==> src/blit_pkg.sv <==
// shared constants and types of the graphics block transfer unit
package blit_pkg;

  // ==========================================================================
  // widths
  localparam int unsigned DATA_W = 32;
  localparam int unsigned WORD_W = 16;
  localparam int unsigned ADDR_W = 24;

  // ==========================================================================
  // block transfer instruction word layout
  localparam int unsigned BB_DEC_BIT  = 17;
  localparam int unsigned BB_AND_BIT  = 16;
  localparam int unsigned BB_INV_BIT  = 15;
  localparam int unsigned BB_ZERO_BIT = 14;
  localparam int unsigned BB_OP_LSB   = 10;
  localparam int unsigned BB_SIZE_LSB = 8;
  localparam int unsigned BB_HI_LSB   = 18;
  localparam logic [5:0]  BB_HI_VAL   = 6'h00;
  localparam logic [7:0]  BB_LOW_VAL  = 8'h0E;

  // ==========================================================================
  // operation and size field codes
  localparam logic [3:0] OPF_AND   = 4'hA;
  localparam logic [3:0] OPF_OR    = 4'h6;
  localparam logic [3:0] OPF_XOR   = 4'hE;
  localparam logic [3:0] OPF_FOR   = 4'hC;
  localparam logic [3:0] OPF_COPY  = 4'h4;
  localparam logic [1:0] SIZE_AND  = 2'h3;
  localparam logic [1:0] SIZE_REST = 2'h1;

  // ==========================================================================
  // pointer and data constants
  localparam logic [31:0]       WORD_STEP  = 32'h0000_0002;
  localparam logic [31:0]       ONE        = 32'h0000_0001;
  localparam int unsigned       BYTE_SHIFT = 3;
  localparam logic [WORD_W-1:0] MASK_ALL   = 16'hFFFF;

  // ==========================================================================
  // types
  typedef logic [WORD_W-1:0] word_t;

  typedef enum logic [1:0] {LOP_AND, LOP_OR, LOP_XOR, LOP_COPY} logic_op_t;

  typedef enum logic [2:0] {CMD_BLOCK, CMD_WORD_OR, CMD_EXTERNAL, CMD_PATTERN, CMD_BIT_RUN} cmd_kind_t;

  typedef struct packed {
    logic [31:0] gpr7;
    logic [31:0] gpr6;
    logic [31:0] gpr5;
    logic [31:0] gpr4;
    logic [31:0] gpr3;
    logic [31:0] gpr2;
    logic [31:0] gpr1;
    logic [31:0] gpr0;
  } gpr_file_t;

  typedef struct packed {
    logic              req;
    logic              we;
    logic [ADDR_W-1:0] addr;
    logic [DATA_W-1:0] wdata;
  } mem_req_t;

  typedef struct packed {
    logic_op_t   op;
    logic        inv;
    logic [3:0]  shift;
  } blit_cfg_t;

  typedef struct packed {
    logic      ok;
    logic_op_t op;
    logic      inv;
    logic      dec;
  } bb_dec_t;

endpackage : blit_pkg

==> src/read_buffer.sv <==
// two-entry buffer for memory read data
module read_buffer
  import blit_pkg::*;
(
  input  wire logic              sys_clk_i,
  input  wire logic              reset_n_i,
  input  wire logic              in_valid_i,
  input  wire logic [DATA_W-1:0] in_data_i,
  output logic                   in_ready_o,
  output logic                   out_valid_o,
  output logic [DATA_W-1:0]      out_data_o,
  input  wire logic              out_ready_i
);

  typedef struct packed {
    logic [1:0][DATA_W-1:0] mem;
    logic                   wr_idx;
    logic                   rd_idx;
    logic [1:0]             count;
  } buf_state_t;

  buf_state_t q;
  buf_state_t d;
  logic       push;
  logic       pop;

  // ==========================================================================
  // handshake
  assign in_ready_o  = (q.count != 2'h2);
  assign out_valid_o = (q.count != 2'h0);
  assign out_data_o  = q.mem[q.rd_idx];
  assign push        = in_valid_i & in_ready_o;
  assign pop         = out_valid_o & out_ready_i;

  // ==========================================================================
  // next state
  always_comb begin
    d = q;
    if (push) begin
      d.mem[q.wr_idx] = in_data_i;
      d.wr_idx        = ~q.wr_idx;
    end
    if (pop) begin
      d.rd_idx = ~q.rd_idx;
    end
    d.count = q.count + {1'b0, push} - {1'b0, pop};
  end

  always_ff @(posedge sys_clk_i) begin
    if (!reset_n_i) begin
      q <= '0;
    end else begin
      q <= d;
    end
  end

endmodule : read_buffer

==> src/blit_logic_unit.sv <==
// logical combine of source and destination under a mask
module blit_logic_unit
  import blit_pkg::*;
(
  input  wire logic_op_t op_i,
  input  wire logic      inv_i,
  input  wire word_t     src_i,
  input  wire word_t     dst_i,
  input  wire word_t     mask_i,
  output word_t          res_o
);

  word_t s;
  word_t r;

  // ==========================================================================
  // combine
  always_comb begin
    s = inv_i ? ~src_i : src_i;
    case (op_i)
      LOP_AND: r = s & dst_i;
      LOP_OR:  r = s | dst_i;
      LOP_XOR: r = s ^ dst_i;
      default: r = s;
    endcase
    res_o = (r & mask_i) | (dst_i & ~mask_i);
  end

endmodule : blit_logic_unit

==> src/blit_engine.sv <==
// graphics block transfer unit: block ops, word or, external assist, pattern store, bit run test
//
// Summary of operation
// - combine source and destination by variant operation
// - fast or refuses inverted and decreasing options
// - width counts source words per line
// - odd byte source warp accepted
// - horizontal by option, vertical by warp sign
// - direction and polarity bits decode options
// - and-select bit set only for and
// - operation and size field codes decoded
// - word or stores double word, pointers plus two
// - word or shifts source up by shift
// - external transfer issues source, dest read, write
// - extra preload read unless last flag set
// - external transfer final register values
// - pattern stored count times, address plus increment
// - pattern store ends count zero, last address
// - bit run test operands, option one counts ones
// - option zero counts clear bits to limit
// - block setup from registers and stack width
// - zero mask bits leave destination unchanged
module blit_engine
  import blit_pkg::*;
(
  input  wire logic              sys_clk_i,
  input  wire logic              reset_n_i,
  input  wire logic              start_i,
  input  wire cmd_kind_t         cmd_kind_i,
  input  wire logic [23:0]       cmd_word_i,
  input  wire logic              run_option_i,
  input  wire gpr_file_t         regs_i,
  input  wire logic [31:0]       width_i,
  input  wire logic              psw_last_i,
  input  wire blit_cfg_t         bpu_cfg_i,
  output logic                   mem_req_o,
  output logic                   mem_we_o,
  output logic [ADDR_W-1:0]      mem_addr_o,
  output logic [DATA_W-1:0]      mem_wdata_o,
  input  wire logic              mem_ack_i,
  input  wire logic [DATA_W-1:0] mem_rdata_i,
  output gpr_file_t              regs_o,
  output logic                   busy_o,
  output logic                   done_o,
  output logic                   illegal_o,
  output logic                   flag_f_o,
  output logic                   flag_l_o
);

  typedef enum logic [3:0] {
    S_IDLE, S_BB_SRC, S_BB_DST, S_BB_WR, S_AW_SRC, S_AW_DST, S_AW_WR,
    S_EX_PRE, S_EX_SRC, S_EX_DST, S_EX_WR, S_MP_WR, S_BR_RD, S_FIN
  } state_t;

  typedef struct packed {
    state_t      st;
    mem_req_t    mem;
    logic        wait_rd;
    gpr_file_t   gpr;
    logic [31:0] wcnt;
    logic [31:0] width;
    logic        first;
    word_t       carry;
    word_t       srcw;
    word_t       dstw;
    logic [31:0] dstd;
    bb_dec_t     bb;
    logic        lflag;
    logic        opt;
    logic        busy;
    logic        done;
    logic        illegal;
    logic        flag_f;
    logic        flag_l;
  } eng_state_t;

  eng_state_t        q;
  eng_state_t        d;
  logic              buf_in_ready;
  logic              buf_out_valid;
  logic [DATA_W-1:0] buf_out_data;
  logic              acc_done;
  logic [DATA_W-1:0] rdat;
  logic              bus_free;
  logic              ext_mode;
  logic_op_t         lu_op;
  logic              lu_inv;
  word_t             lu_src;
  word_t             lu_mask;
  word_t             lu_res;
  logic              rd_bit;
  logic signed [31:0] br_off;

  // ==========================================================================
  // helpers
  function automatic mem_req_t mem_op(input logic we, input logic [31:0] addr, input logic [DATA_W-1:0] data);
    mem_req_t m;
    m.req   = 1'b1;
    m.we    = we;
    m.addr  = addr[ADDR_W-1:0];
    m.wdata = data;
    return m;
  endfunction : mem_op

  // aligns source to destination using the previous word as fill
  function automatic word_t align(input word_t cur, input word_t prev, input logic dec, input logic [3:0] sh);
    logic [31:0] up;
    logic [31:0] dn;
    up = {cur, prev} << sh;
    dn = {prev, cur} >> sh;
    return dec ? dn[15:0] : up[31:16];
  endfunction : align

  function automatic bb_dec_t decode_bb(input logic [23:0] w);
    bb_dec_t     r;
    logic [3:0]  opf;
    logic [1:0]  sz;
    logic        andx;
    logic        frame;
    opf   = w[BB_OP_LSB +: 4];
    sz    = w[BB_SIZE_LSB +: 2];
    andx  = w[BB_AND_BIT];
    frame = (w[7:0] == BB_LOW_VAL) && (w[23:BB_HI_LSB] == BB_HI_VAL) && !w[BB_ZERO_BIT];
    r.dec = w[BB_DEC_BIT];
    r.inv = w[BB_INV_BIT];
    r.op  = LOP_COPY;
    r.ok  = 1'b0;
    if (frame) begin
      case (opf)
        OPF_AND: begin
          r.op = LOP_AND;
          r.ok = (sz == SIZE_AND) && andx;
        end
        OPF_OR: begin
          r.op = LOP_OR;
          r.ok = (sz == SIZE_REST) && !andx;
        end
        OPF_XOR: begin
          r.op = LOP_XOR;
          r.ok = (sz == SIZE_REST) && !andx;
        end
        OPF_FOR: begin
          r.op = LOP_OR;
          r.ok = (sz == SIZE_REST) && !andx && !r.inv && !r.dec;
        end
        OPF_COPY: begin
          r.op = LOP_COPY;
          r.ok = (sz == SIZE_REST) && !andx;
        end
        default: r.ok = 1'b0;
      endcase
    end
    return r;
  endfunction : decode_bb

  // ==========================================================================
  // read data buffer and combine unit
  read_buffer u_read_buffer (
    .sys_clk_i   (sys_clk_i),
    .reset_n_i   (reset_n_i),
    .in_valid_i  (q.mem.req & ~q.mem.we & mem_ack_i),
    .in_data_i   (mem_rdata_i),
    .in_ready_o  (buf_in_ready),
    .out_valid_o (buf_out_valid),
    .out_data_o  (buf_out_data),
    .out_ready_i (q.wait_rd)
  );

  assign ext_mode = (q.st == S_EX_WR);
  assign lu_op    = ext_mode ? bpu_cfg_i.op : q.bb.op;
  assign lu_inv   = ext_mode ? bpu_cfg_i.inv : q.bb.inv;
  assign lu_src   = ext_mode ? align(q.srcw, q.carry, q.gpr.gpr4[31], bpu_cfg_i.shift)
                             : align(q.srcw, q.carry, q.bb.dec, q.gpr.gpr2[3:0]);
  assign rd_bit   = rdat[q.gpr.gpr1[2:0]];
  assign br_off   = $signed(q.gpr.gpr1) >>> BYTE_SHIFT;

  // edge masks apply to the first and last source word of a block transfer line; external transfers use no mask
  always_comb begin
    lu_mask = MASK_ALL;
    if (!ext_mode) begin
      if (q.first) begin
        lu_mask = lu_mask & q.gpr.gpr4[WORD_W-1:0];
      end
      if (q.wcnt == ONE) begin
        lu_mask = lu_mask & q.gpr.gpr5[WORD_W-1:0];
      end
    end
  end

  blit_logic_unit u_blit_logic_unit (
    .op_i   (lu_op),
    .inv_i  (lu_inv),
    .src_i  (lu_src),
    .dst_i  (q.dstw),
    .mask_i (lu_mask),
    .res_o  (lu_res)
  );

  // ==========================================================================
  // sequencer
  always_comb begin
    d        = q;
    d.done   = 1'b0;
    acc_done = 1'b0;
    rdat     = '0;
    bus_free = !q.mem.req && !q.wait_rd && buf_in_ready;
    if (q.mem.req && mem_ack_i) begin
      d.mem.req = 1'b0;
      if (q.mem.we) begin
        acc_done = 1'b1;
      end else begin
        d.wait_rd = 1'b1;
      end
    end
    if (q.wait_rd && buf_out_valid) begin
      acc_done  = 1'b1;
      rdat      = buf_out_data;
      d.wait_rd = 1'b0;
    end
    case (q.st)
      S_IDLE: begin
        if (start_i) begin
          d.gpr     = regs_i;
          d.width   = width_i;
          d.wcnt    = width_i;
          d.first   = 1'b1;
          d.carry   = '0;
          d.busy    = 1'b1;
          d.illegal = 1'b0;
          d.st      = S_FIN;
          case (cmd_kind_i)
            CMD_BLOCK: begin
              d.bb = decode_bb(cmd_word_i);
              if (!d.bb.ok) begin
                d.illegal = 1'b1;
              end else if (regs_i.gpr3 != '0 && width_i != '0) begin
                d.st = S_BB_SRC;
              end
            end
            CMD_WORD_OR: d.st = S_AW_SRC;
            CMD_EXTERNAL: begin
              d.gpr.gpr5 = regs_i.gpr2;
              d.lflag    = psw_last_i;
              if (regs_i.gpr3 != '0 && regs_i.gpr2 != '0) begin
                d.st = psw_last_i ? S_EX_SRC : S_EX_PRE;
              end
            end
            CMD_PATTERN: begin
              if (regs_i.gpr2 != '0) begin
                d.st = S_MP_WR;
              end
            end
            CMD_BIT_RUN: begin
              d.opt      = run_option_i;
              d.gpr.gpr2 = '0;
              if ($signed(regs_i.gpr1) >= $signed(regs_i.gpr4)) begin
                d.flag_f = run_option_i;
                d.flag_l = 1'b0;
              end else begin
                d.st = S_BR_RD;
              end
            end
            default: d.illegal = 1'b1;
          endcase
        end
      end
      S_BB_SRC: begin
        if (bus_free) begin
          d.mem = mem_op(1'b0, q.gpr.gpr0, '0);
        end
        if (acc_done) begin
          d.srcw = rdat[WORD_W-1:0];
          d.st   = S_BB_DST;
        end
      end
      S_BB_DST: begin
        if (bus_free) begin
          d.mem = mem_op(1'b0, q.gpr.gpr1, '0);
        end
        if (acc_done) begin
          d.dstw = rdat[WORD_W-1:0];
          d.st   = S_BB_WR;
        end
      end
      S_BB_WR: begin
        if (bus_free) begin
          d.mem = mem_op(1'b1, q.gpr.gpr1, {{(DATA_W-WORD_W){1'b0}}, lu_res});
        end
        if (acc_done) begin
          d.carry    = q.srcw;
          d.first    = 1'b0;
          d.wcnt     = q.wcnt - ONE;
          d.gpr.gpr0 = q.bb.dec ? q.gpr.gpr0 - WORD_STEP : q.gpr.gpr0 + WORD_STEP;
          d.gpr.gpr1 = q.bb.dec ? q.gpr.gpr1 - WORD_STEP : q.gpr.gpr1 + WORD_STEP;
          d.st       = S_BB_SRC;
          if (q.wcnt == ONE) begin
            d.gpr.gpr0 = d.gpr.gpr0 + q.gpr.gpr6;
            d.gpr.gpr1 = d.gpr.gpr1 + q.gpr.gpr7;
            d.gpr.gpr3 = q.gpr.gpr3 - ONE;
            d.wcnt     = q.width;
            d.first    = 1'b1;
            d.carry    = '0;
            if (q.gpr.gpr3 == ONE) begin
              d.st = S_FIN;
            end
          end
        end
      end
      S_AW_SRC: begin
        if (bus_free) begin
          d.mem = mem_op(1'b0, q.gpr.gpr0, '0);
        end
        if (acc_done) begin
          d.srcw = rdat[WORD_W-1:0];
          d.st   = S_AW_DST;
        end
      end
      S_AW_DST: begin
        if (bus_free) begin
          d.mem = mem_op(1'b0, q.gpr.gpr1, '0);
        end
        if (acc_done) begin
          d.dstd = rdat;
          d.st   = S_AW_WR;
        end
      end
      S_AW_WR: begin
        if (bus_free) begin
          d.mem = mem_op(1'b1, q.gpr.gpr1, q.dstd | ({16'h0000, q.srcw} << q.gpr.gpr2[4:0]));
        end
        if (acc_done) begin
          d.gpr.gpr0 = q.gpr.gpr0 + WORD_STEP;
          d.gpr.gpr1 = q.gpr.gpr1 + WORD_STEP;
          d.st       = S_FIN;
        end
      end
      S_EX_PRE: begin
        if (bus_free) begin
          d.mem = mem_op(1'b0, q.gpr.gpr0, '0);
        end
        if (acc_done) begin
          d.carry    = rdat[WORD_W-1:0];
          d.gpr.gpr0 = q.gpr.gpr0 + q.gpr.gpr4;
          d.st       = S_EX_SRC;
        end
      end
      S_EX_SRC: begin
        if (bus_free) begin
          d.mem = mem_op(1'b0, q.gpr.gpr0, '0);
        end
        if (acc_done) begin
          d.srcw = rdat[WORD_W-1:0];
          d.st   = S_EX_DST;
        end
      end
      S_EX_DST: begin
        if (bus_free) begin
          d.mem = mem_op(1'b0, q.gpr.gpr1, '0);
        end
        if (acc_done) begin
          d.dstw = rdat[WORD_W-1:0];
          d.st   = S_EX_WR;
        end
      end
      S_EX_WR: begin
        if (bus_free) begin
          d.mem = mem_op(1'b1, q.gpr.gpr1, {{(DATA_W-WORD_W){1'b0}}, lu_res});
        end
        if (acc_done) begin
          d.carry    = q.srcw;
          d.gpr.gpr0 = q.gpr.gpr0 + q.gpr.gpr4;
          d.gpr.gpr1 = q.gpr.gpr1 + q.gpr.gpr4;
          d.gpr.gpr5 = q.gpr.gpr5 - WORD_STEP;
          d.st       = S_EX_SRC;
          if (q.gpr.gpr5 <= WORD_STEP) begin
            d.gpr.gpr0 = q.gpr.gpr0 + q.gpr.gpr6;
            d.gpr.gpr1 = q.gpr.gpr1 + q.gpr.gpr7;
            d.gpr.gpr3 = q.gpr.gpr3 - ONE;
            d.gpr.gpr5 = q.gpr.gpr2;
            d.st       = q.lflag ? S_EX_SRC : S_EX_PRE;
            if (q.gpr.gpr3 == ONE) begin
              d.st = S_FIN;
            end
          end
        end
      end
      S_MP_WR: begin
        if (bus_free) begin
          d.mem = mem_op(1'b1, q.gpr.gpr0, q.gpr.gpr3);
        end
        if (acc_done) begin
          d.gpr.gpr2 = q.gpr.gpr2 - ONE;
          if (q.gpr.gpr2 == ONE) begin
            d.st = S_FIN;
          end else begin
            d.gpr.gpr0 = q.gpr.gpr0 + q.gpr.gpr1;
          end
        end
      end
      S_BR_RD: begin
        if (!q.mem.req && !q.wait_rd && q.gpr.gpr2 >= q.gpr.gpr3) begin
          d.flag_l = 1'b1;
          d.st     = S_FIN;
        end else if (bus_free) begin
          d.mem = mem_op(1'b0, q.gpr.gpr0 + br_off, '0);
        end
        if (acc_done) begin
          d.flag_f = rd_bit;
          if (rd_bit == q.opt) begin
            d.gpr.gpr2 = q.gpr.gpr2 + ONE;
            d.gpr.gpr1 = q.gpr.gpr1 + ONE;
            if ($signed(q.gpr.gpr1 + ONE) >= $signed(q.gpr.gpr4)) begin
              d.flag_l = 1'b0;
              d.st     = S_FIN;
            end
          end else begin
            d.flag_l = 1'b1;
            d.st     = S_FIN;
          end
        end
      end
      S_FIN: begin
        d.done = 1'b1;
        d.busy = 1'b0;
        d.st   = S_IDLE;
      end
      default: d.st = S_IDLE;
    endcase
  end

  always_ff @(posedge sys_clk_i) begin
    if (!reset_n_i) begin
      q <= '0;
    end else begin
      q <= d;
    end
  end

  // ==========================================================================
  // outputs
  assign mem_req_o   = q.mem.req;
  assign mem_we_o    = q.mem.we;
  assign mem_addr_o  = q.mem.addr;
  assign mem_wdata_o = q.mem.wdata;
  assign regs_o      = q.gpr;
  assign busy_o      = q.busy;
  assign done_o      = q.done;
  assign illegal_o   = q.illegal;
  assign flag_f_o    = q.flag_f;
  assign flag_l_o    = q.flag_l;

endmodule : blit_engine

==> config.mk <==
export PLATFORM = sky130hd
export DESIGN_NAME = blit_engine
export DESIGN_NICKNAME = d
export VERILOG_FILES = /design/src/blit_pkg.sv /design/src/read_buffer.sv /design/src/blit_logic_unit.sv /design/src/blit_engine.sv
export SDC_FILE = /design/constraint.sdc
export NUM_CORES = 2
export LEC_CHECK = 0
export ABC_AREA = 1
export BUFFER_PORTS_ARGS = -buffer_cell sky130_fd_sc_hd__buf_2
export CELL_PAD_IN_SITES_DETAIL_PLACEMENT = 1
export CELL_PAD_IN_SITES_GLOBAL_PLACEMENT = 1
export CORE_ASPECT_RATIO = 1.5
export CORE_MARGIN = 2
export CORE_UTILIZATION = 45
export CTS_CLUSTER_SIZE = 12
export DETAILED_ROUTE_END_ITERATION = 16
export PLACE_DENSITY_LB_ADDON = 0.1
export SLEW_MARGIN = 10
export SYNTH_ARGS = -nofsm -noshare
export SYNTH_HDL_FRONTEND = slang
export SYNTH_HIERARCHICAL = 1
export SYNTH_SLANG_ARGS = --single-unit
==> constraint.sdc <==
create_clock -name sys_clk_i -period 6.58 [get_ports sys_clk_i]
set_input_delay 0.987 -clock sys_clk_i [delete_from_list [all_inputs] [get_ports sys_clk_i]]
set_output_delay 0.987 -clock sys_clk_i [all_outputs]
set_load 0.02 [all_outputs]
# Word-level counts from Yosys, hierarchy flattened
# Cells that the tools add are included.
[totals]
out_inout_bits = 319
elab_cells = 327
ff_bits = 543
[op_classes]
n_shift = 5
n_eq_ne = 59
magnitude_cmp = 8
muxes = 114
bitwise = 18
n_addsub = 20
reduce_logical = 67
[ops]
columns = ["op", "count"]
rows = [
  ["$mux 32", 18],
  ["$mux 58", 7],
  ["$pmux 58 s6", 1],
  ["$mux 64", 5],
  ["$mux 273", 1],
  ["$add 32x32->32", 7],
  ["$mux 96", 2],
  ["$pmux 32 s3", 2],
  ["$pmux 32 s6", 1],
  ["$mux 16", 10],
  ["$pmux 32 s5", 1],
  ["$pmux 32 s2", 2],
  ["$mux 4", 26],
  ["$eq 32x1->1 const B", 3],
  ["$ge 32x32->1", 3],
  ["$reduce_bool 32->1", 3],
  ["$sub 32x1->32 const B", 3],
  ["$sub 32x2->32 const B", 3],
  ["$add 32x1->32 const B", 2],
  ["$add 32x2->32 const B", 2],
  ["$and 16x16->16", 4],
  ["$bwmux 64", 1],
  ["$pmux 16 s4", 1],
  ["$shl 32x4->32", 2],
  ["other kinds (63)", 181],
]

# Logic depth before layout (Yosys ltp)
[depth]
depth_word = 13
mapped_depth = 28
ltp_nobuf = 28

# Modules after synthesis
# Netlist, hierarchy kept.
[by_module_without_submodules]
columns = ["mod", "cells_each", "area_per_inst_um2", "instances", "seq_area_each_um2"]
rows = [
  ["blit_engine", 8938, 53212.3, 1, 9509.1],
  ["read_buffer", 616, 3737.3, 1, 1361.3],
  ["blit_logic_unit", 372, 1742.9, 1, 0.0],
]

# Worst setup path after synthesis
# OpenSTA, ideal clock, no wires.
[synth_timing]
kind = "input to register"
startpoint = "input port bpu_cfg_i[0] (netlist bit)"
endpoint = "register q (netlist bit mem_wdata_o[8])"
path_stages = 22
required_ps = 6448
path_slack_ps = 2858
arrival_ps = 3589
path_cell_list = "clkbuf_1 clkbuf_1 buf_2 o21ai_0 o21ai_0 nand2_1 a22o_1 o21ai_0 o21ai_0 inv_1 nand2_1 nand2_1 inv_1 ha_1 nor2_1 nor2_1 nor2_2 nand2_1 nand2_1 nand2_1 a31oi_1 a31oi_1"
[synth_between]
elab_chain_len = 11
[synth_lines]
columns = ["item", "line_no", "text"]
rows = [
  ["from (decl)", "blit_engine.sv:35", "input wire blit_cfg_t bpu_cfg_i,"],
  ["$shl 32x4->32 or $shr 32x4->16 (tied branches)", "blit_engine.sv:109, blit_engine.sv:110", ""],
  ["$mux 16 (*)", "blit_engine.sv:111", "return dec ? dn[15:0] : up[31:16];"],
  ["$mux 16 (*)", "blit_engine.sv:172", "assign lu_src = ext_mode ? align(q.srcw, q.carry, q.gpr.gpr4[31], bpu_cfg_i.shift)"],
  ["named net lu_src[8]", "blit_engine.sv:88", "word_t lu_src;"],
  ["$not 16->16", "blit_logic_unit.sv:19", "s = inv_i ? ~src_i : src_i;"],
  ["$mux 16 (*)", "blit_logic_unit.sv:19", ""],
  ["$xor 16x16->16, or another cell as far along", "blit_logic_unit.sv:23", "LOP_XOR: r = s ^ dst_i;"],
  ["$pmux 16 s3 (*)", "blit_logic_unit.sv:20", "case (op_i)"],
  ["$and 16x16->16 (*)", "blit_logic_unit.sv:26", "res_o = (r & mask_i) | (dst_i & ~mask_i);"],
  ["$or 16x16->16 (*)", "blit_logic_unit.sv:26", ""],
  ["named net lu_res[8]", "blit_engine.sv:90", "word_t lu_res;"],
  ["$mux 58 (*)", "blit_engine.sv:286, blit_engine.sv:366", ""],
  ["$pmux 58 s6 (*)", "blit_engine.sv:220", "case (q.st)"],
  ["to (signal assigned)", "blit_engine.sv:433", "q <= '0;"],
  ["to (signal assigned)", "blit_engine.sv:435", "q <= d;"],
  ["to (decl)", "blit_engine.sv:77", "eng_state_t q;"],
]
# Mark *: on every way through the listed nets, which the timed path passes. The rest lies on a longest branch. The select of a mux whose other input is x is not followed.
# A chain may end at the register's enable or synchronous reset.

# Final worst setup path
[layout_timing]
startpoint = "register q (netlist bit regs_o[1])"
endpoint = "register q (netlist bit regs_o[30])"
[layout_between]
elab_chain_len = 6
[layout_lines]
columns = ["item", "line_no", "text"]
rows = [
  ["$add 32x2->32 or $sub 32x2->32 (tied branches)", "blit_engine.sv:293, blit_engine.sv:332", ""],
  ["$mux 32", "blit_engine.sv:293", "d.gpr.gpr0 = q.bb.dec ? q.gpr.gpr0 - WORD_STEP : q.gpr.gpr0 + WORD_STEP;"],
  ["$add 32x32->32", "blit_engine.sv:297", "d.gpr.gpr0 = d.gpr.gpr0 + q.gpr.gpr6;"],
  ["$mux 96", "blit_engine.sv:296", "if (q.wcnt == ONE) begin"],
  ["$mux 96", "blit_engine.sv:289", "if (acc_done) begin"],
  ["$pmux 32 s6 (*)", "blit_engine.sv:220", ""],
]
# Mark *: on every way between the ends. The rest lies on a longest branch, timed or not. The select of a mux whose other input is x is not followed.

==> metrics.md <==
| Metric | Value |
|---|---|
| Status | `finished, violations left` |
| Violated checks | `design-rule violations` |
| Setup TNS | `0 ps` |
| Clock skew | `89.7 ps` |
| Worst Hold Depth | `2` |
| CTS Hold Buffers Added | `0` |
| IO Port Bufs | `678` |
| # Max-Cap Violations | `0` |
| Pwr dens | `435 nW/um^2` |
| Largest area contributor in the netlist | `dfxtp_1` |
| # DRC | `2` |
| Final GP Congestion | `about 1.2` |
| Max VDD drop | `0.310 mV` |
| Number of synthesized register bits | `about 540` |
| First-pass GRT wire length | `516000 um` |
| Mapped Nets | `10629` |
| Clk_lat worst skew | `slightly below 800 ps` |
| PostCTS Resize Cnt | `0` |
| Share of the synthesized area in the top cell type | `a little under a fifth` |
| DP Area | `61000 sq um` |
| Post-synth top flop | `dfxtp_1` |
| Syn Inst Count | `approximately 9900` |
| Detail Placement HPWL | `between 200000 and 300000 um` |
| # Post-CTS Setup Buffers | `0` |
| Synth top area cells | `dfxtp_1 (19%), nand2_1 (15%), o21ai_0 (7.9%)` |
| Data arrival, critical path | `6190 ps` |
| Fraction of layout cells with a size suffix above 1 | `11.0%` |
| Final setup vio count | `0` |
| Final net count | `10737` |
| Via count | `76042` |
| Depth of the worst register-to-register path | `20` |
| Async SR Flop Fraction | `0%` |
| Most frequent cell after synthesis | `nand2_1` |
| Min Clock Period, post-route | `5590 ps` |
| Clk slew on worst S/H paths | `70 ps` |
| Number of synthesized flops with an enable pin | `0` |
| Num rows | `162` |
| DIE WIDTH | `299 um` |
| Fmax | `179 MHz` |
| Design Area, Final | `63400 sq um` |
| CP Max Fanout | `13` |
| Worst Max-Slew Pin Slew | `1410 ps` |
| Kind of critical path | `reg -> reg` |
| Yosys warns | `6` |
| Sink Count | `~540` |
| CTS tree | `yes` |
| Die Area | `approximately 130000 sq um` |
| Most instantiated cells after synthesis | `nand2_1 (2295), inv_1 (1134), nor2_1 (1033)` |
| DRT Wirelength | `362000 um` |
| Num CTS Buffers | `67` |
| Initial antenna violation count | `31` |
| Area growth from synthesis to layout | `8.07%` |
| Final period util | `a little over four fifths` |
| Total GRT Usage | `52.3%` |
| Pleak | `29.5 nW` |
| Largest net degree at the start of global routing | `139` |
| Critical Path Sink Type | `register` |
| Die H | `446 um` |
| Max Slew Vio Count | `0` |
| H-Tree Depth | `3` |
| Mapped cell area | `58700 sq um` |
| Sequential area share after synthesis | `18.5%` |
| Max-Slew Margin vs Limit | `5.59%` |
| Clk root buf | `clkbuf_16` |
| Crit path launch type | `register` |
| CP required | `between 7000 and 8000 ps` |
| Core area | `approximately 130000 sq um` |
| Final hold violation count | `0` |
| Via density | `6.43` |
| RSZ-0062 raised after global routing | `no` |
| First-pass DRT Iterations | `12` |
| Synth Area per Inst | `between 5 and 6 sq um` |
| DR iter-0 viols | `7794` |
| Initial Utilization | `45.2%` |
| Hold Crit Class | `reg -> reg` |
| Max clock buf depth | `3` |
| Vias in the first global route | `~77000` |
| IO Count | `679` |
| Distinct cells, synth | `76` |
| Grt ovf | `0` |
| WL/cell | `30.6 um` |
| DRT antenna net count | `0` |
flip-flops by register name, summed over array words and instances, names as in the netlist, 24 cells and up:
register,flops
q,156
regs_o,256
mem_wdata_o,32
mem_addr_o,24
u_read_buffer/q,68
critical path: stages, from the launching register on:
cell	delay [ps]
dfxtp_1	580
inv_1	540
ha_1	390
inv_1	120
nor3_1	420
nand4_1	360
xor2_1	230
nand2_1	80
o21ai_0	240
ha_1	500
nand2_1	120
nor2_1	300
nand2_1	80
o21ai_0	590
nand4_1	190
nand2_1	170
a21oi_1	80
o21ai_0	200
nand4_1	130
nand2_1	80
inv_1	40
cell families after synthesis:
group | count (synthesis) | synth area share, %
xor gates and xnor gates | 256 | 3.82
buffers and inverters | 1946 | 15.0
AOI/OAI and AO/OA | 2467 | 23.6
DFF | 543 | 18.5
muxes | 28 | 0.478
and+or+nand+nor | 4343 | 31.1
adders and majority gates | 343 | 7.40
placed cells by master (no fill, tap or decap), drive strengths merged, types with 44 or more instances in the layout:
cell	n
o21ai	953
dfxtp	543
o211ai	82
nor2	1088
a21oi	920
a211oi	52
nand3	458
nor3	165
a31oi	117
ha	336
xnor2	59
nand2	2313
buf	809
o22ai	45
clkbuf	89
o21a	44
xor2	197
nand4	182
inv	1172
path summary, 6_finish.rpt:
kind	slack (ps)	startpoint	endpoint
setup / recovery	990	regs_o[1]	regs_o[30]
hold / removal	450	q[101]	q[101]
setup reg to reg	990	regs_o[1]	regs_o[30]
hold reg to reg	450	q[101]	q[101]
layout make-up:
class                           instances  area (sq um)
Fill cell                           18320         66300
Multi-Input combinational cell       7437         39100
Sequential cell                       543         10900
Clock inverter                         28           468
Inverter                             1176          4430
Timing Repair Buffer                  809          4420
Antenna cell                           21          52.6
Clock buffer                           89          1920
Tap cell                             1722          2150
layer usage:
metal | wire length, um | GRT usage [%] | vias up
met2 | 159000 | 83.1 | 4713
met1 | 120000 | 52.9 | 36405
met4 | 47200 | 55.4 | 12
li1 | - | - | 32906
met3 | 35700 | 15.3 | 2006
met5 | 82 | 0 | -
per-stage QoR:
stage	util (%)	worst slack [ps]	hold WS (ps)	instances	power, mW
after detailed placement	47.0	1270	442	11687	22.1
after floorplan	-	2860	425	9926	16.2
after CTS	48.9	1220	451	11804	26.5
after global routing	48.9	758	471	11806	28.6
after global placement	47.0	1410	434	11687	21.5
final	48.9	995	451	11825	27.6
where the power goes:
part           total [mW]  internal [mW]  switching, mW  leakage, nW
registers            5.83           4.08           1.75         4.45
clock network        4.33           2.49           1.84         1.17
logic                17.4           4.67           12.7         23.9
total                27.6           11.2           16.3         29.5
Power figures use the tool's default switching activity.
